===== src/rtl/sbp_pkg.sv =====
/*
  Shared constants for the binarizer parameter register bank: register
  indices, field positions, reset values and mode codes.
  Assumes the consuming modules reference every item as sbp_pkg::name.
*/
package sbp_pkg;

  // ****************************************************************
  // register indices on the 4-bit cpu address
  // ****************************************************************
  localparam logic [3:0] REG_CTRL0 = 4'h0;
  localparam logic [3:0] REG_CTRL1 = 4'h1;
  localparam logic [3:0] REG_CTRL2 = 4'h2;
  localparam logic [3:0] REG_CLAMP_START = 4'h3;
  localparam logic [3:0] REG_CLAMP_END = 4'h4;
  localparam logic [3:0] REG_DISTORT_START = 4'h5;
  localparam logic [3:0] REG_ABC_START = 4'h6;
  localparam logic [3:0] REG_ABC_END = 4'h7;
  localparam logic [3:0] REG_DATA_PORT = 4'h8;
  localparam logic [3:0] REG_REDUCE_DEN = 4'h9;
  localparam logic [3:0] REG_TRACK_SPEED = 4'hA;
  localparam logic [3:0] REG_BINARY = 4'hB;
  localparam logic [3:0] REG_EDGE = 4'hC;
  localparam logic [3:0] REG_SMOOTH = 4'hD;
  localparam logic [3:0] REG_CHAR = 4'hE;
  localparam logic [3:0] REG_DAC = 4'hF;

  // ****************************************************************
  // field positions
  // ****************************************************************
  localparam int CTRL0_SRAM_SEL = 5;
  localparam int CTRL0_WR_EN = 6;
  localparam int CTRL0_RD_EN = 7;
  localparam int CTRL2_BACK_EN = 7;
  localparam int BACK_EXP_EN = 5;
  localparam int BACK_EXP_DATA = 6;
  localparam int BACK_ALL_ADDR = 7;
  localparam int CHAR_APPLIED = 7;

  // ****************************************************************
  // reset values, codes and scaling
  // ****************************************************************
  localparam logic [7:0] REG_RESET = 8'h00;
  localparam logic [1:0] MODE_DITHER = 2'h2;
  localparam logic [1:0] MODE_DIFFUSION = 2'h3;
  localparam logic [2:0] SMOOTH_MAX = 3'h6;
  localparam int ABC_UNIT_SHIFT = 4;
  localparam logic [5:0] BG_RESET = 6'h20;

endpackage


===== src/rtl/sbp_param_regs.sv =====
/*
  Parameter register bank for the binarization and enhancement path:
  host register file, decoded controls, background tracker and the
  spare line-memory address pin.
  Assumes a synchronous host port on mclk and a pixel stream on mclk.
*/
// Functional notes
// - black speed zero stops dark tracking; larger values adapt faster
// - white speed zero stops light tracking; larger values adapt faster
// - mode 00/01 threshold, 10 ordered dither, 11 error diffusion
// - parameter is slice level, black level in diffusion, ignored in dither
// - edge strength zero is off, one to fifteen increasingly strong
// - edge correction value is the edge versus smoothing threshold
// - smoothing zero off, one to six stronger; host never writes seven
// - character B is the combined density threshold in halftoning
// - character A zero off, higher codes stronger, only in halftoning
// - expansion enable takes the top line-memory address pin over
// - expansion pin follows the expansion data bit
// - device reset clears registers 0 to 2 and back register only
// - clamp start and end positions count single pixels
// - distortion start position counts single pixels
// - tracker start and end positions count sixteen-pixel steps
// - address 8 is the data port for adc and line memories
module sbp_param_regs
(
  // clock and resets
  input wire logic mclk,
  input wire logic rst,
  input wire logic dev_reset,
  // host register port
  input wire logic [3:0] cpu_addr,
  input wire logic [7:0] cpu_wdata,
  input wire logic cpu_wr,
  input wire logic cpu_rd,
  output logic [7:0] cpu_rdata,
  // data port sources and strobes
  input wire logic [7:0] adc_data,
  input wire logic [7:0] int_mem_rdata,
  input wire logic [7:0] ext_mem_rdata,
  output logic [7:0] mem_wdata,
  output logic int_mem_we,
  output logic ext_mem_we,
  output logic int_mem_re,
  output logic ext_mem_re,
  output logic adc_re,
  // pixel stream
  input wire logic pix_valid,
  input wire logic [5:0] pix_level,
  input wire logic [11:0] pix_count,
  input wire logic line_mem_addr_msb,
  // raw configuration
  output logic [7:0] ctrl0,
  output logic [7:0] ctrl1,
  output logic [7:0] ctrl2,
  output logic [7:0] reduce_num,
  output logic [7:0] reduce_den,
  output logic [7:0] dac_data,
  // decoded controls
  output logic mode_threshold,
  output logic mode_dither,
  output logic mode_diffusion,
  output logic [5:0] slice_level,
  output logic [5:0] black_level,
  output logic [3:0] edge_h_strength,
  output logic [3:0] edge_v_strength,
  output logic [4:0] edge_corr_thr,
  output logic [2:0] smooth_degree,
  output logic [3:0] char_b_thr,
  output logic [2:0] char_a_strength,
  output logic applied_binary,
  output logic all_addr_access,
  // windows, tracker and expansion pin
  output logic clamp_window,
  output logic distort_active,
  output logic abc_window,
  output logic [5:0] bg_level,
  output logic line_mem_addr_top_bit
);

  // ****************************************************************
  // state
  // ****************************************************************
  typedef struct packed {
    logic [15:0][7:0] regs;
    logic [7:0] back;
    logic [7:0] rdata;
    logic thr;
    logic dith;
    logic diff;
    logic [5:0] slice;
    logic [5:0] blk;
    logic [3:0] edge_h;
    logic [3:0] edge_v;
    logic [4:0] corr;
    logic [2:0] smooth;
    logic [3:0] char_b;
    logic [2:0] char_a;
    logic clamp_win;
    logic dist_act;
    logic abc_win;
    logic [5:0] bg;
    logic [4:0] acc_dark;
    logic [4:0] acc_light;
    logic top_bit;
  } sbp_state_t;

  sbp_state_t st;
  sbp_state_t next_st;

  logic port_wr;
  logic port_rd;
  logic back_sel;
  logic [11:0] abc_lo;
  logic [11:0] abc_hi;
  logic [5:0] sum_dark;
  logic [5:0] sum_light;

  // the data port register is shadowed by the memory path when writes are on
  assign port_wr = cpu_wr && (cpu_addr == sbp_pkg::REG_DATA_PORT);
  assign port_rd = cpu_rd && (cpu_addr == sbp_pkg::REG_DATA_PORT);
  assign back_sel = st.regs[sbp_pkg::REG_CTRL2][sbp_pkg::CTRL2_BACK_EN];
  assign abc_lo = 12'(st.regs[sbp_pkg::REG_ABC_START]) << sbp_pkg::ABC_UNIT_SHIFT;
  assign abc_hi = 12'(st.regs[sbp_pkg::REG_ABC_END]) << sbp_pkg::ABC_UNIT_SHIFT;
  assign sum_dark = {2'h0, st.regs[sbp_pkg::REG_TRACK_SPEED][3:0]} + {1'b0, st.acc_dark};
  assign sum_light = {2'h0, st.regs[sbp_pkg::REG_TRACK_SPEED][7:4]} + {1'b0, st.acc_light};

  // ****************************************************************
  // data port router
  // ****************************************************************
  sbp_port_router u_router
  (
    .mclk(mclk),
    .rst(rst),
    .port_wr(port_wr),
    .port_rd(port_rd),
    .port_wdata(cpu_wdata),
    .sram_sel(st.regs[sbp_pkg::REG_CTRL0][sbp_pkg::CTRL0_SRAM_SEL]),
    .wr_en(st.regs[sbp_pkg::REG_CTRL0][sbp_pkg::CTRL0_WR_EN]),
    .rd_en(st.regs[sbp_pkg::REG_CTRL0][sbp_pkg::CTRL0_RD_EN]),
    .mem_wdata_q(),
    .mem_wdata(mem_wdata),
    .int_mem_we(int_mem_we),
    .ext_mem_we(ext_mem_we),
    .int_mem_re(int_mem_re),
    .ext_mem_re(ext_mem_re),
    .adc_re(adc_re)
  );

  // ****************************************************************
  // next state
  // ****************************************************************
  always_comb
  begin
    next_st = st;

    // host writes; address 8 stores the numerator only while memory writes are off
    if (cpu_wr)
    begin
      if (cpu_addr == sbp_pkg::REG_DAC && back_sel)
        next_st.back = {cpu_wdata[7:5], 5'h00};
      else if (!(port_wr && st.regs[sbp_pkg::REG_CTRL0][sbp_pkg::CTRL0_WR_EN]))
        next_st.regs[cpu_addr] = cpu_wdata;
    end

    // device reset clears the run controls and the back register only
    if (dev_reset)
    begin
      next_st.regs[sbp_pkg::REG_CTRL0] = sbp_pkg::REG_RESET;
      next_st.regs[sbp_pkg::REG_CTRL1] = sbp_pkg::REG_RESET;
      next_st.regs[sbp_pkg::REG_CTRL2] = sbp_pkg::REG_RESET;
      next_st.back = sbp_pkg::REG_RESET;
    end

    // read data: control 0 and the data port are the readable addresses
    if (cpu_rd && cpu_addr == sbp_pkg::REG_CTRL0)
      next_st.rdata = st.regs[sbp_pkg::REG_CTRL0];
    else if (port_rd)
    begin
      if (!st.regs[sbp_pkg::REG_CTRL0][sbp_pkg::CTRL0_RD_EN])
        next_st.rdata = adc_data;
      else if (st.regs[sbp_pkg::REG_CTRL0][sbp_pkg::CTRL0_SRAM_SEL])
        next_st.rdata = int_mem_rdata;
      else
        next_st.rdata = ext_mem_rdata;
    end
    else if (cpu_rd)
      next_st.rdata = 8'h00; // write-only addresses read as zero

    // binary mode decode
    next_st.thr = !st.regs[sbp_pkg::REG_BINARY][7];
    next_st.dith = st.regs[sbp_pkg::REG_BINARY][7:6] == sbp_pkg::MODE_DITHER;
    next_st.diff = st.regs[sbp_pkg::REG_BINARY][7:6] == sbp_pkg::MODE_DIFFUSION;

    // parameter meaning follows the mode; dither leaves both at zero
    next_st.slice = next_st.thr ? st.regs[sbp_pkg::REG_BINARY][5:0] : 6'h00;
    next_st.blk = next_st.diff ? st.regs[sbp_pkg::REG_BINARY][5:0] : 6'h00;

    // edge strengths pass as-is: zero is off, higher is stronger
    next_st.edge_h = st.regs[sbp_pkg::REG_EDGE][7:4];
    next_st.edge_v = st.regs[sbp_pkg::REG_EDGE][3:0];
    next_st.corr = st.regs[sbp_pkg::REG_SMOOTH][4:0];

    // the forbidden smoothing code is held at the strongest legal level
    if (st.regs[sbp_pkg::REG_SMOOTH][7:5] > sbp_pkg::SMOOTH_MAX)
      next_st.smooth = sbp_pkg::SMOOTH_MAX;
    else
      next_st.smooth = st.regs[sbp_pkg::REG_SMOOTH][7:5];

    // character enhancement only acts while halftoning
    next_st.char_b = (next_st.dith || next_st.diff) ? st.regs[sbp_pkg::REG_CHAR][3:0] : 4'h0;
    next_st.char_a = (next_st.dith || next_st.diff) ? st.regs[sbp_pkg::REG_CHAR][6:4] : 3'h0;

    // position windows against the running pixel count
    next_st.clamp_win = (pix_count >= {4'h0, st.regs[sbp_pkg::REG_CLAMP_START]})
      && (pix_count <= {4'h0, st.regs[sbp_pkg::REG_CLAMP_END]});
    next_st.dist_act = pix_count >= {4'h0, st.regs[sbp_pkg::REG_DISTORT_START]};
    next_st.abc_win = (pix_count >= abc_lo) && (pix_count < abc_hi);

    // tracker: speed is added to a 5-bit phase, each carry moves the level one step
    if (pix_valid && st.abc_win)
    begin
      if (pix_level < st.bg)
      begin
        next_st.acc_dark = sum_dark[4:0];
        if (sum_dark[5])
          next_st.bg = st.bg - 6'h01;
      end
      else if (pix_level > st.bg)
      begin
        next_st.acc_light = sum_light[4:0];
        if (sum_light[5])
          next_st.bg = st.bg + 6'h01;
      end
    end

    // spare address pin: expansion data replaces the address bit
    if (next_st.back[sbp_pkg::BACK_EXP_EN])
      next_st.top_bit = next_st.back[sbp_pkg::BACK_EXP_DATA];
    else
      next_st.top_bit = line_mem_addr_msb;
  end

  // ****************************************************************
  // registers
  // ****************************************************************
  // async reset puts everything at a known value; dev_reset is the selective one
  always_ff @(posedge mclk or posedge rst)
  begin
    if (rst)
    begin
      st <= '0;
      st.bg <= sbp_pkg::BG_RESET;
    end
    else
      st <= next_st;
  end

  // ****************************************************************
  // outputs
  // ****************************************************************
  assign cpu_rdata = st.rdata;
  assign ctrl0 = st.regs[sbp_pkg::REG_CTRL0];
  assign ctrl1 = st.regs[sbp_pkg::REG_CTRL1];
  assign ctrl2 = st.regs[sbp_pkg::REG_CTRL2];
  assign reduce_num = st.regs[sbp_pkg::REG_DATA_PORT];
  assign reduce_den = st.regs[sbp_pkg::REG_REDUCE_DEN];
  assign dac_data = st.regs[sbp_pkg::REG_DAC];
  assign mode_threshold = st.thr;
  assign mode_dither = st.dith;
  assign mode_diffusion = st.diff;
  assign slice_level = st.slice;
  assign black_level = st.blk;
  assign edge_h_strength = st.edge_h;
  assign edge_v_strength = st.edge_v;
  assign edge_corr_thr = st.corr;
  assign smooth_degree = st.smooth;
  assign char_b_thr = st.char_b;
  assign char_a_strength = st.char_a;
  assign applied_binary = st.regs[sbp_pkg::REG_CHAR][sbp_pkg::CHAR_APPLIED];
  assign all_addr_access = st.back[sbp_pkg::BACK_ALL_ADDR];
  assign clamp_window = st.clamp_win;
  assign distort_active = st.dist_act;
  assign abc_window = st.abc_win;
  assign bg_level = st.bg;
  assign line_mem_addr_top_bit = st.top_bit;
endmodule


===== src/rtl/sbp_port_router.sv =====
/*
  Routes host accesses on the address 8 data port to the adc result,
  the internal or the external line memory.
  Assumes strobes are single-cycle and synchronous to mclk.
*/
module sbp_port_router
(
  // clock and reset
  input wire logic mclk,
  input wire logic rst,
  // access from the register bank
  input wire logic port_wr,
  input wire logic port_rd,
  input wire logic [7:0] port_wdata,
  input wire logic sram_sel,
  input wire logic wr_en,
  input wire logic rd_en,
  // memory strobes, registered
  output logic mem_wdata_q,
  output logic [7:0] mem_wdata,
  output logic int_mem_we,
  output logic ext_mem_we,
  output logic int_mem_re,
  output logic ext_mem_re,
  output logic adc_re
);

  typedef struct packed {
    logic [7:0] wdata;
    logic int_we;
    logic ext_we;
    logic int_re;
    logic ext_re;
    logic adc_re;
  } sbp_route_t;

  sbp_route_t st;
  sbp_route_t next_st;

  // pick one target per read and per enabled write; other registers are never touched here
  always_comb
  begin
    next_st = '0;
    next_st.wdata = st.wdata;
    if (port_wr && wr_en)
    begin
      next_st.wdata = port_wdata;
      next_st.int_we = sram_sel;
      next_st.ext_we = !sram_sel;
    end
    if (port_rd)
    begin
      next_st.int_re = rd_en && sram_sel;
      next_st.ext_re = rd_en && !sram_sel;
      next_st.adc_re = !rd_en; // without read enable the port shows the adc
    end
  end

  always_ff @(posedge mclk or posedge rst)
  begin
    if (rst)
      st <= '0;
    else
      st <= next_st;
  end

  assign mem_wdata_q = st.int_we | st.ext_we;
  assign mem_wdata = st.wdata;
  assign int_mem_we = st.int_we;
  assign ext_mem_we = st.ext_we;
  assign int_mem_re = st.int_re;
  assign ext_mem_re = st.ext_re;
  assign adc_re = st.adc_re;

endmodule


===== config.mk =====
export PLATFORM = sky130hd
export DESIGN_NAME = sbp_param_regs
export DESIGN_NICKNAME = d
export VERILOG_FILES = /design/src/rtl/sbp_pkg.sv /design/src/rtl/sbp_param_regs.sv /design/src/rtl/sbp_port_router.sv
export SDC_FILE = /design/constraint.sdc
export NUM_CORES = 1
export LEC_CHECK = 0
export BUFFER_PORTS_ARGS = -buffer_cell sky130_fd_sc_hd__buf_2
export CORE_ASPECT_RATIO = 2
export CORE_MARGIN = 2
export CORE_UTILIZATION = 42
export CTS_BUF_LIST = sky130_fd_sc_hd__clkbuf_4 sky130_fd_sc_hd__clkbuf_8
export CTS_CLUSTER_DIAMETER = 50
export DETAILED_ROUTE_END_ITERATION = 6
export SLEW_MARGIN = 0
export SYNTH_ARGS = -nofsm -noshare
export SYNTH_HDL_FRONTEND = slang
export SYNTH_HIERARCHICAL = 1
export SYNTH_SLANG_ARGS = --single-unit

===== constraint.sdc =====
create_clock -name mclk -period 11.4 [get_ports mclk]
set_input_delay 2.28 -clock mclk [delete_from_list [all_inputs] [get_ports mclk]]
set_output_delay 2.28 -clock mclk [all_outputs]
set_load 0.1 [all_outputs]

# --- Word level (Yosys, flattened, before mapping) ---
# Index checks and enable logic that the tools add are counted.
# W data, S select, Z words.
word_totals:
  register_bits: 215
  wordCells: 119
classes:
  addsub: 4
  order_cmp: 10
  eq_ne: 7
  muxes: 25
  n_bitwise: 3
  reduce_logical: 27
op_table:
  columns: ["cell", "n"]
  rows:
  - ["$bwmux W128", 1]
  - ["$mux W32", 2]
  - ["$mux W8", 7]
  - ["$mux W24", 2]
  - ["$mux W6", 6]
  - ["$demux W8 S4", 1]
  - ["$ge A12 B8 Y1", 2]
  - ["$add A4 B5 Y6", 2]
  - ["$ge A12 B12 Y1", 1]
  - ["$le A12 B8 Y1", 1]
  - ["$lt A12 B12 Y1", 1]
  - ["$logic_and A1 B1 Y1", 11]
  - ["$mux W3", 3]
  - ["$reduce_and A3 Y1", 3]
  - ["$eq A4 B4 Y1 const B", 2]
  - ["$reduce_bool A2 Y1", 4]
  - ["$add A6 B1 Y6 const B", 1]
  - ["$gt A6 B6 Y1", 1]
  - ["$lt A6 B6 Y1", 1]
  - ["$ne A2 B2 Y1 const B", 3]
  - ["$sub A6 B1 Y6 const B", 1]
  - ["$lt A4 B5 Y1 const B", 1]
  - ["$eq A2 B2 Y1 const B", 2]
  - ["$ge A4 B1 Y1 const B", 1]
  - ["other kinds (11)", 16]

# --- Logic depth before layout (Yosys ltp) ---
# Gate-level depths: netlist (run 1).
depth:
  depth_word: 10
  mapped_depth: 13
  ltp_nobuf: 13

# --- Cells and area by module ---
# Netlist (run 1), hierarchy kept.
modules_own_cells:
  columns: ["module", "instances", "cells_per_inst", "area_per_inst_um2", "seq_area_each_um2"]
  rows:
  - ["sbp_param_regs", 1, 849, 9786.9, 4931.0]
  - ["sbp_port_router", 1, 30, 467.9, 325.3]

# --- Least setup slack after synthesis (run 1) ---
# OpenSTA, ideal clock, no wires.
synth_timing:
  path_kind: "input to register"
  startpoint: "input pix_level[4]"
  endpoint: "register st (netlist bit bg_level[5])"
  setup_ns: 0.075
  arrival_time_ns: 4.534
  t_required_ns: 11.325
  slack_ns: 6.791
  cell_stages: 11
  path_cell_list: "ha_1 > a21oi_1 > a21boi_0 > nor3_1 > ha_1 > a211oi_1 > o21bai_1 > a21oi_1 > xnor2_1 > nand2_1 > xnor2_1"
synth_between:
  elab_chain_len: 3
  elab_cells_between_ends: 7
  cone_classes: "order compare: 2; eq/ne: 1; mux: 1; reduce/logical: 3"
synth_lines:
  columns: ["element", "line_no", "text"]
  rows:
  - ["from (decl)", "sbp_param_regs.sv:48", "input wire logic [5:0] pix_level,"]
  - ["$lt A6 B6 Y1 or $gt A6 B6 Y1 (tied branches)", "sbp_param_regs.sv:222, sbp_param_regs.sv:228", null]
  - ["$ne A2 B2 Y1 (no line) or $reduce_bool A2 Y1 (tied branches)", null, null]
  - ["$reduce_and A4 Y1 (no line)", null, null]
  - ["to (signal assigned)", "sbp_param_regs.sv:255", "st <= next_st;"]
  - ["to (decl)", "sbp_param_regs.sv:107", "sbp_state_t st;"]
# Parallel ways exist; a longest one is shown, timed or not.
# A chain may end at the register's enable or synchronous reset.

# --- Final worst setup path (run 1) ---
# Ends and elaborated chain as after synthesis.

==> results of run 1 <==
==> metal layers <==
metal	wire length, um	part of all wire (%)
met1	8950	38
met2	13300	56
met3	769	3.3
met4	624	2.6
met5	0	0
==> placed cells by master, fill, tap and decap left out, types with 8 or more instances in the layout <==
master                       n
sky130_fd_sc_hd__dfrtp_1   209
sky130_fd_sc_hd__buf_2     179
sky130_fd_sc_hd__mux2_2     93
sky130_fd_sc_hd__inv_1      61
sky130_fd_sc_hd__ha_1       57
sky130_fd_sc_hd__nor2_1     39
sky130_fd_sc_hd__clkbuf_8   38
sky130_fd_sc_hd__o21ai_0    36
sky130_fd_sc_hd__a21oi_1    35
sky130_fd_sc_hd__nand2_1    32
sky130_fd_sc_hd__a22o_1     23
sky130_fd_sc_hd__a211oi_1   12
sky130_fd_sc_hd__nor2b_1    11
sky130_fd_sc_hd__nand2b_1   10
sky130_fd_sc_hd__a21o_1     10
sky130_fd_sc_hd__xnor2_1    10
sky130_fd_sc_hd__mux2i_1    10
sky130_fd_sc_hd__mux2_4      8
sky130_fd_sc_hd__and2_1      8
sky130_fd_sc_hd__a22oi_1     8
==> worst max-delay path by stage <==
stage / cells after the start / end / startpoint
after detailed placement: 12 / bg_level[5]$_DFFE_PP1P_ / pix_level[4]
final: 12 / bg_level[5]$_DFFE_PP1P_ / pix_level[4]
after global routing: 12 / bg_level[5]$_DFFE_PP1P_ / pix_level[4]
after floorplan: 1 / abc_hi[10]$_DFFE_PP0P_ / rst
after global placement: 12 / bg_level[5]$_DFFE_PP1P_ / pix_level[4]
after CTS: 12 / bg_level[5]$_DFFE_PP1P_ / pix_level[4]
==> power breakdown <==
part	internal, mW	switching [mW]	leakage (nW)	total, mW
Sequential	0.886	0.0770	2.65	0.963
Combinational	0.236	0.662	2.67	0.898
Clock	0.386	0.290	0.371	0.676
Total	1.51	1.03	5.69	2.54
==> area by class of cell <==
| cell class | count | area [um^2] |
|---|---|---|
| antenna | 1 | 2.50 |
| sequential | 210 | 5260 |
| fill | 2203 | 12600 |
| inverter | 63 | 244 |
| clock inverter | 11 | 134 |
| multi-input combinational | 476 | 3890 |
| timing repair buffer | 181 | 911 |
| tap | 287 | 359 |
| clock buffer | 43 | 561 |
==> stage by stage <==
| stage | setup WS, ps | area, um^2 | total power, mW |
|---|---|---|---|
| global route | 6750 | 11400 | 2.67 |
| floorplan | 3750 | 10200 | 1.79 |
| CTS | 6950 | 11400 | 2.57 |
| detailed placement | 6360 | 10700 | 1.88 |
| finish | 6930 | 11400 | 2.54 |
| global placement | 6410 | 10700 | 1.86 |
==> results, run 1 <==
- The floorplan step defined a die boundary enclosing 25,700 um^2.
- Once layout is complete, the utilization of the core stands at 47.5%.
- The first detailed-routing pass took 4 iterations.
- From left edge to right edge, the die measures 114 um.
- The number of global-route vias before repair is 6,712.
- In this run the register-to-register setup slack is 8310 ps.
- The maximum number of buffers from clock root to sink is 3.
- On the worst path, the slowest cell contributes a delay of between 600 and 700 ps.
- The global-route track usage on met1 is 20.4%.
- The die span in y is around 220 um.
- Data on the critical path arrives at its endpoint at just under 5000 ps.
- The initial utilization of the core area, before any placement, comes to 42.8%.
- The startpoint of the most critical register-to-register path is bg_level[4]$_DFFE_PP0P_.
- After detailed routing, the average wire length per cell comes to roughly 19 um.
- After detailed routing, the number of vias per cell comes to just over 5.
- The number of primary I/O pins is 180.
- The critical path class is input port to flop.
- The final estimated routing congestion in global placement is 0.794.
- The met2 track utilization from global routing is 34.9%.
- The path class of the tightest hold or removal check is flop to flop.
- The maximum number of pins on one net before global-route repair is 127.
- The reported max-cap violation count is 0.
- The initial antenna violation count is 1.
- Yosys printed 6 warnings.
- After clock tree synthesis, the clock-pin slew on the worst setup and hold paths is 70 ps.
- The total number of nets in the final design is 1,083.
- STA classifies the critical path startpoint as an input port.
- The met3 track demand over resource in global routing is 2.23%.
- The insertion delay of the later-clocked pin in the worst-skew pair is 580 ps.
- The post-route minimum period is 4470 ps.
- The finished layout holds 1,272 standard cells, fillers aside.
- For hold timing, the worst endpoint is edge_corr_thr[1]$_DFF_PP0_.
- The startpoint identified for the worst hold timing path is next_st[31]$_DFFE_PP0P_.
- STA puts the critical path data required time at 11,890 ps.
- In this run the number of H-tree levels came out at 1.
- The final worst-path cycle share is 39.2%.
- Row generation in the floorplan step produced 80 rows.
- The buffer and inverter count on the worst path is 1.
- The number of setup buffers added after CTS is 0.
- More flip-flops sit in one register than any other, and that register is st.
- The number of pins with negative max-slew slack in the final report is 0.
- The static leakage power is 5.69 nW.
- The total global routing track utilization is 18.5%.
- Counting every instance in the synthesized netlist gives 878.
- The area inside the core boundary is about 24,000 um^2.
- Counting tap cells, the placed design contains a total of 1,217 instances.
- Dividing total power by cell area gives a power density of 223 nW/um^2.
- The number of buffers added by the clock tree synthesis step is 30.
- The endpoint of the worst-slack reg-to-reg timing path is bg_level[5]$_DFFE_PP1P_.
- The hold violation total from the final report is 0.
- The instance count along the most critical hold path is 0.
- The highest net fanout along the worst path is 6.
- The first global-routing pass estimated 36.5 mm of wire.
- The violation count after the first detailed-route iteration is 298.
- The post-synthesis average cell area is 11.7 um^2.
- The tree is rooted in a sky130_fd_sc_hd__clkbuf_8.
- The combined area of all synthesized cells is roughly 10,000 um^2.
- After clock tree synthesis, the flow added hold-fix buffers numbering 0.
- The post-route worst hold slack is 374 ps.
- The number of remaining DRC errors is 0.
- Once detail routing completed, the nets flagged for antenna violations numbered 0.
- For the worst flop-to-flop path, the logic depth is 12.
- CTS saw 210 sinks.
- The worst setup path is captured at a flop.
- Detailed placement ended at an HPWL of 16.5 mm.
- The worst-case IR drop observed on VDD is 0.114 mV.
- Global routing finished with a remaining overflow of 0.
- Synthesis produced a netlist with a net count of 999.
- The layer flagged by global routing as most heavily used is met2.
- The number of gates resized after CTS was 0.
- At the pin with the least slew margin, the transition time is 986 ps.
- The setup skew after layout is 19.1 ps.
- Of the cells placed in the final design, the portion with a size suffix greater than 1 is 36.5%.
- The post-synthesis to final-layout area growth is 10.8%.
- The cell with the biggest individual delay on the critical path is sky130_fd_sc_hd__nor3_1.
- Summed over all layers, the routed wires come to 23.6 mm.
- The total negative slack is 0 ps.
- On the critical path the largest part of the delay comes from compound AO/OA/AOI/OAI gates.
- In this run the tool buffered the top-level ports with approximately 180 buffer cells.
- The CTS tree is yes.
- The detailed-route via count is 6,518.
- The max-slew headroom at the worst pin is roughly a third.
- The critical path goes through buf_2, ha_1, a21oi_1, a21boi_0, nor3_1, ha_1, a211oi_1, o21bai_1, a21oi_1, xnor2_1, nand2_1, xnor2_1.
- Based on the critical path, the design can be clocked at up to 0.224 GHz.
- The number of flip-flops in the largest register is a little over 60.
- The flow ran to the end, and the final reports show no timing, DRC or antenna violations.
- Setup violations remaining at the end of the flow were counted as 0.
- Setup repair after global routing left no endpoint under its margin.
Note: power is estimated with default switching activity, not from simulation.
==> run 2: changes to the inputs <==
Clock period 11.4 ns to 4.7 ns, I/O delays scaled along.
==> run 2 against run 1 <==
  * Worst setup slack worse by 5400 ps
  * Sequential power is 140% higher
  * Combinational power is 140% higher
  * Design area is 0.50% lower
  * Sequential cell count stayed put
  * Non-clock buffer count stayed put
  * Routed wire length is 0.13% lower
  * Core utilization is 0.24 points lower
  * Critical path depth stayed put
  * Global-route usage is 0.26 points lower
==> results, run 2 (same netlist as run 1, synthesis figures left out) <==
- In this run the clock root is driven by a sky130_fd_sc_hd__clkbuf_8.
- The buffer and inverter count on the worst path was 1 (unchanged).
- The violation count after the first detailed-route iteration came to 316 (+6.0%).
- The effective utilization at floorplan was 42.8% (unchanged).
- Setup repair after global routing left no endpoint under its margin.
- The data arrival time of the worst path came to 3640 ps (-1320 ps).
- The critical path goes through buf_2, ha_1, a21oi_1, a21boi_0, nor3_1, ha_1, a211oi_1, o21bai_1, a21oi_1, xnor2_1, nand2_1, xnor2_1.
- The switching share of total power is 41.3% (+0.73 points).
- The most common cell after layout, fill and taps aside is sky130_fd_sc_hd__dfrtp_1.
- The initial antenna violation count is 0 (-1).
- The endpoint of the worst-slack reg-to-reg timing path is bg_level[5]$_DFFE_PP1P_.
- The power share of the clock group is 24.9% (-1.7 points).
- The number of detailed-routing iterations run before antenna repair is 4 (unchanged).
- The cell with the biggest individual delay on the critical path is sky130_fd_sc_hd__nor3_1.
- The max-slew headroom at the worst pin is 26.7% (-7.0 points).
- The number of global-route vias before repair is 6,486 (-3.4%).
- The insertion delay of the later-clocked pin in the worst-skew pair is 570 ps (about the same).
- The register with the most flip-flops is st.
- The beginning of the worst hold path is next_st[30]$_DFFE_PP0P_.
- The finished layout cell area is 11,300 um^2 (-0.50%).
- The critical path class is input port to flop.
- The number of placement rows was 80 (unchanged).
- The depth of the worst register-to-register path was 12 (unchanged).
- The fraction of final layout cells sized beyond drive strength 1 is 36.3% (-0.19 points).
- The worst-case hold path end point is edge_corr_thr[0]$_DFF_PP0_.
- The dominant delay contributor by cell family on the critical path is compound AO/OA/AOI/OAI gates.
- The maximum number of pins on one net before global-route repair was 132 (+3.9%).
- Relative to the synthesized area, the layout overhead comes to 10.3%.
- The setup slack after placement came to 968 ps (-5390 ps).
- The slew at the pin closest to its max-slew limit is 1100 ps (+110 ps).
- The top routing layer in use is met4.
- The clock sink total is 210 (unchanged).
- The number of primary I/O pins came to 180 (unchanged).
- The instance count along the most critical hold path came to 0 (unchanged).
- The number of buffers inserted by port buffering is 179 (unchanged).
- The highest net fanout along the worst path is 6 (unchanged).
- The final non-filler cell total is 1,268 (-0.31%).
- The maximum vdd drop is 0.244 mV (+110%).
- The post-route worst hold slack is 385 ps (+10.6 ps).
- The path class of the tightest hold or removal check is flop to flop.
- The data required time of the worst path is 5200 ps (-6690 ps).
- The total grt overflow is 0 (unchanged).
- The placed wire-length estimate was 16.3 mm (-0.97%).
- The mean number of vias per cell is 5.10 (-0.45%).
- The overall die width is 114 um (unchanged).
- The area inside the core boundary is 23,900 um^2 (unchanged).
- The static leakage power is 5.65 nW (-0.65%).
- The count of hold-fix buffers inserted at cts was 0 (unchanged).
- The final antenna diode count was 0 (-1).
- The design internal power is 3.53 mW (+130%).
- The placement-stage cell area came to 10,700 um^2 (+0.20%).
- The flow ran to the end, and the final reports show no timing, DRC or antenna violations.
- The worst setup path startpoint is pix_level[4].
- The total negative slack was 0 ps (unchanged).
- In the layout the commonest cells are sky130_fd_sc_hd__dfrtp_1, sky130_fd_sc_hd__buf_2, sky130_fd_sc_hd__mux2_2.
- The startpoint identified for the worst register-to-register timing path is bg_level[4]$_DFFE_PP0P_.
- The post-route minimum period is 3140 ps.
- The total number of nets in the final design came to 1,083 (unchanged).
- The first-pass GRT wire length is 35.9 mm (-1.6%).
- The die area is 25,700 um^2 (unchanged).
- The final worst-path cycle share is 66.9%.
- The total power density per cell area is 532 nW/um^2 (+140%).
- The total routed wirelength is 23.6 mm (-0.13%).
- The length of routed met3 wiring is 963 um (+25%).
- The post-detailed-route count of antenna-violating nets came to 0 (unchanged).
- The switching component of the power is 2.48 mW (+140%).
- The number of H-tree levels is 1 (unchanged).
- The kind of end point of the critical path is a flop.
- The reported max-cap violation count is 0 (unchanged).
- The maximum number of buffers from clock root to sink is 3 (unchanged).
- The die span in y came to 225 um (unchanged).
- The clock slew at the register clock pins of the worst setup and hold paths came to 70 ps (about the same).
- TritonCTS built the clock tree.
- The combinational group share of total power is 36.3% (+0.9 points).
- The number of remaining DRC errors is 0 (unchanged).
- The post-placement cell count is 1,217 (unchanged).
- The number of resized instances in the post-cts repair step is 0 (unchanged).
- The number of flip-flops in the largest register is 62 (unchanged).
- The final estimated routing congestion in global placement came to 0.793 (-0.24%).
- The hold violation total from the final report is 0 (unchanged).
- The setup violation total in the final timing report is 0 (unchanged).
- The sum of met2 wire segment lengths after detailed routing is 13.3 mm (-0.26%).
- The number of buffers added by the clock tree synthesis step is 30 (unchanged).
- The sequential share of power is 38.8% (+0.8 points).
- The routed metal-1 wirelength is 8.72 mm (-2.6%).
- The number of setup buffers added after CTS was 0 (unchanged).
- The total global routing track utilization is 18.2% (-0.26 points).
- The least setup slack across all paths after layout came to 1560 ps (-5380 ps).
- The worst stage delay on the critical path is 660 ps (+20 ps).
- The setup skew after layout is 10.1 ps (-9.06 ps).
- The slack of the worst reg-to-reg path is 1590 ps (-6720 ps).
- The number of pins with negative max-slew slack in the final report is 0 (unchanged).
- The average wire length per cell after detail routing is 18.6 um (+0.19%).
- The type of element launching the critical path is an input port.
- The detailed-route via count was 6,468 (-0.77%).
- Derived from the worst setup path, the maximum achievable clock frequency is roughly 0.32 GHz.
-- run 2: cell types whose count changed in the layout (fill, tap and decap cells not counted), sizes merged --
cell,change
clkbuf,-1
diode,-1
bufinv,-2
inv,-2
clkinvlp,+2
-- run 2: routing by layer --
layer,global-route usage (%),vias up
met5,0,-
met1,20.3,3178
met4,6.88,0
met2,34.3,162
li1,-,3089
met3,2.53,39
-- run 2: layout make-up --
| class | count | area, um^2 |
|---|---|---|
| multi-input combinational | 476 | 3890 |
| inverter | 63 | 240 |
| sequential | 210 | 5260 |
| timing repair buffer | 181 | 936 |
| clock inverter | 9 | 72.6 |
| fill | 2198 | 12600 |
| clock buffer | 42 | 547 |
| tap | 287 | 359 |
-- run 2: worst register-to-register path, delay by kind of cell, from the launching register on --
kind	cells	cell delay (ps)
buffers and inverters	1	70
xor gates and xnor gates	2	290
adders and majority gates	2	690
AOI/OAI and AO/OA	5	880
DFF	1	370
and+or+nand+nor	2	740
-- run 2: per-stage QoR --
step | util (%) | power (mW)
after CTS | 47.2 | 6.08
after global placement | 44.6 | 4.52
after detailed placement | 44.6 | 4.56
after global routing | 47.2 | 6.32
final | 47.2 | 6.01
after floorplan | - | 4.34
-- run 2: worst max path at each step --
stage	slack, ps	endpoint	cells past startpoint
2_1_floorplan	1210	abc_hi[10]$_DFFE_PP0P_	1
3_3_place_gp	1050	bg_level[5]$_DFFE_PP1P_	12
3_5_place_dp	970	bg_level[5]$_DFFE_PP1P_	12
4_1_cts	1570	bg_level[5]$_DFFE_PP1P_	12
5_1_grt	1330	bg_level[5]$_DFFE_PP1P_	12
6_report	1560	bg_level[5]$_DFFE_PP1P_	12
-- run 2: power by group through the flow --
stage | logic [mW] | registers, mW | clock network (mW)
final | 2.18 | 2.33 | 1.49
after floorplan | 1.95 | 2.39 | 0
after CTS | 2.20 | 2.33 | 1.54
after global placement | 2.16 | 2.36 | 0
after detailed placement | 2.20 | 2.37 | 0
after global routing | 2.34 | 2.37 | 1.61
==> run 3: changes to the inputs <==
Clock period 4.7 ns to 3.15 ns, I/O delays scaled along.
==> run 3 against run 2 <==
  * Total power is 49% higher
  * Count of clock-buffer cells in the layout is the same
  * Sequential cell count unchanged
  * Core utilization up 0.53 points
  * Critical path type is now flop to flop
==> results, run 3 (same netlist as run 1, synthesis figures left out) <==
- The run finished with clean final reports.
- The fraction of final layout cells sized beyond drive strength 1 was 37.3% (+1.0 points).
- The number of buffers added by the clock tree synthesis step is 29 (-3.3%).
- The final estimated routing congestion in global placement is 0.765 (-3.4%).
- The number of remaining DRC errors is 0 (unchanged).
- Of the available clock period, the critical path in the final layout requires 91.6%.
- The critical path is of the flop to flop type.
- The kind of end point of the critical path is a flop.
- The initial antenna violation count is 0 (unchanged).
- The most common cell after layout, fill and taps aside is sky130_fd_sc_hd__dfrtp_1.
- The data arrival time of the worst path is 3370 ps (-270 ps).
- Setup repair after global routing left no endpoint under its margin.
- The min-delay analysis places its worst path in the category input port to async pin.
- The endpoint of the worst-slack reg-to-reg timing path is bg_level[5]$_DFFE_PP1P_.
- The maximum number of buffers from clock root to sink is 3 (unchanged).
- The placement-stage cell area is 10,800 um^2 (+1.1%).
- The post-detailed-route count of antenna-violating nets is 0 (unchanged).
- The total routed wirelength is 23.5 mm (-0.52%).
- The library cells used most frequently in the layout, excluding fill and tap cells, are sky130_fd_sc_hd__dfrtp_1, sky130_fd_sc_hd__buf_2, sky130_fd_sc_hd__mux2_2.
- The clock sink total came to 210 (unchanged).
- The clock slew at the register clock pins of the worst setup and hold paths came to 70 ps (about the same).
- The number of detailed-routing iterations run before antenna repair is 4 (unchanged).
- The final-layout fill cell count is 2,175 (-1.0%).
- The total power density per cell area was 783 nW/um^2 (+47%).
- The first-pass GRT wire length is 36.7 mm (+2.0%).
- The data required time of the worst path is 3630 ps (-1570 ps).
- The highest net fanout along the worst path is 4 (-2).
- The total grt overflow was 0 (unchanged).
- The maximum vdd drop is 0.375 mV (+54%).
- The least setup slack across all paths after layout is 265 ps (-1290 ps).
- The count of hold-fix buffers inserted at cts came to 0 (unchanged).
- Subtracting the final worst setup slack from the clock period gives 2880 ps.
- The sequential standard cell area was 5260 um^2 (unchanged).
- The reported max-cap violation count is 0 (unchanged).
- The finished layout cell area is 11,400 um^2 (+1.1%).
- The setup slack after placement came to 11.8 ps (-956 ps).
- The worst stage delay on the critical path came to 560 ps (-100 ps).
- The die span in y is 225 um (unchanged).
- The area occupied by multi-input gates is 3890 um^2 (unchanged).
- The hold violation total from the final report is 0 (unchanged).
- STA classifies the critical path startpoint as a flop.
- The total global routing track utilization is 18.5% (+0.30 points).
- The area inside the core boundary is 23,900 um^2 (unchanged).
- The overall die width is 114 um (unchanged).
- The final antenna diode count is 0 (unchanged).
- The average wire length per cell after detail routing was 18.3 um (-1.8%).
- The placed wire-length estimate was 16.6 mm (+1.9%).
- The effective utilization at floorplan is 42.8% (unchanged).
- The post-synthesis to final-layout area growth is 11.5%.
- The max-slew headroom at the worst pin is 50.2% (+23 points).
- The setup violation total in the final timing report is 0 (unchanged).
- The final cell utilization of the core is 47.8% (+0.53 points).
- The number of resized instances in the post-cts repair step is 0 (unchanged).
- The number of pins with negative max-slew slack in the final report is 0 (unchanged).
- The static leakage power is 5.73 nW (+1.3%).
- The maximum number of pins on one net before global-route repair is 70 (-47%).
- The number of setup buffers added after CTS was 0 (unchanged).
- The cell with the biggest individual delay on the critical path is sky130_fd_sc_hd__dfstp_2.
- The slew at the pin closest to its max-slew limit is 746 ps (-350 ps).
- Ranked by flip-flop count, first place goes to st.
- The number of global-route vias before repair is 6,580 (+1.4%).
- The die area is 25,700 um^2 (unchanged).
- The number of placement rows is 80 (unchanged).
- The insertion delay of the later-clocked pin in the worst-skew pair is 560 ps (about the same).
- The number of primary I/O pins is 180 (unchanged).
- The number of buffers inserted by port buffering is 179 (unchanged).
- The mean number of vias per cell was 5.03 (-1.3%).
- The root buffer cell chosen for the clock tree is sky130_fd_sc_hd__clkbuf_8.
- The slack of the worst reg-to-reg path is 270 ps (-1320 ps).
- The number of flip-flops in the largest register is 62 (unchanged).
- The achievable clock frequency is 0.347 GHz.
- The depth of the worst register-to-register path is 12 (unchanged).
- The setup skew after layout is 13.7 ps (+3.64 ps).
- The signal on the critical path passes through inv_1, ha_1, nand4_1, a21oi_1, nor3_1, ha_1, a211oi_1, o21bai_1, a21oi_1, xnor2_1, nand2_1, xnor2_1.
- The detailed-route via count is 6,464 (-0.062%).
- The CTS tree is yes.
- In this run the critical register-to-register path is launched from bg_level[5]$_DFFE_PP1P_.
- The violation count after the first detailed-route iteration was 306 (-3.2%).
- The total number of nets in the final design is 1,096 (+1.2%).
- The number of H-tree levels is 1 (unchanged).
## run 3: changes by cell type in the layout (fill, tap and decap cells not counted)
| cell | previous run | this run |
|---|---|---|
| sky130_fd_sc_hd__buf_12 | 2 | 3 |
| sky130_fd_sc_hd__buf_4 | 0 | 13 |
| sky130_fd_sc_hd__bufinv_16 | 1 | 0 |
| sky130_fd_sc_hd__clkbuf_4 | 5 | 2 |
| sky130_fd_sc_hd__clkbuf_8 | 37 | 40 |
| sky130_fd_sc_hd__clkinv_2 | 7 | 8 |
| sky130_fd_sc_hd__clkinvlp_4 | 2 | 4 |
## run 3: through the flow
stage	setup TNS (ps)	total power, mW	hold slack (ps)	cells
after detailed placement	0	6.82	359	1231
after global routing	0	9.45	133	1284
final	0	8.94	109	1284
after global placement	0	6.75	356	1231
after floorplan	-5010	6.47	350	878
after CTS	0	9.06	74.8	1284
## run 3: cell type report
cell class / count / area share (%)
Multi-Input combinational cell: 476 / 34.0
Clock buffer: 42 / 4.95
Tap cell: 287 / 3.14
Clock inverter: 11 / 0.548
Timing Repair Buffer: 195 / 9.22
Sequential cell: 210 / 46.0
Inverter: 63 / 2.10
## run 3: worst max-delay path: cells and delay by family (launching register included)
family	cells	cell delay [ps]
AO/OA/AOI/OAI	4	700
adder cells (fa/ha/maj)	2	630
AND/OR/NAND/NOR	3	590
flip-flops	1	560
XOR/XNOR	2	290
buffers and inverters	1	50
## run 3: worst max-delay path by stage
stage,startpoint,end,slack (ps),cells past startpoint
6_report,bg_level[5]$_DFFE_PP1P_,bg_level[5]$_DFFE_PP1P_,270,12
5_1_grt,bg_level[5]$_DFFE_PP1P_,bg_level[5]$_DFFE_PP1P_,50,12
4_1_cts,bg_level[5]$_DFFE_PP1P_,bg_level[5]$_DFFE_PP1P_,270,12
3_5_place_dp,pix_level[4],bg_level[5]$_DFFE_PP1P_,10,12
3_3_place_gp,pix_level[4],bg_level[5]$_DFFE_PP1P_,100,12
2_1_floorplan,rst,abc_hi[10]$_DFFE_PP0P_,-30,1
## run 3: report_power, final
part | internal (mW) | switching, mW
Combinational | 0.872 | 2.40
Clock | 1.16 | 1.03
Sequential | 3.20 | 0.270
Total | 5.24 | 3.71
## run 3: per-layer routing
metal | share of wire [%] | wire length (um) | global-route usage [%] | up-vias
li1 | - | - | - | 3108
met1 | 37 | 8670 | 20.5 | 3176
met2 | 57 | 13300 | 35.0 | 145
met3 | 3.8 | 892 | 2.58 | 35
met4 | 2.6 | 613 | 6.92 | 0
met5 | 0 | 0 | 0 | -
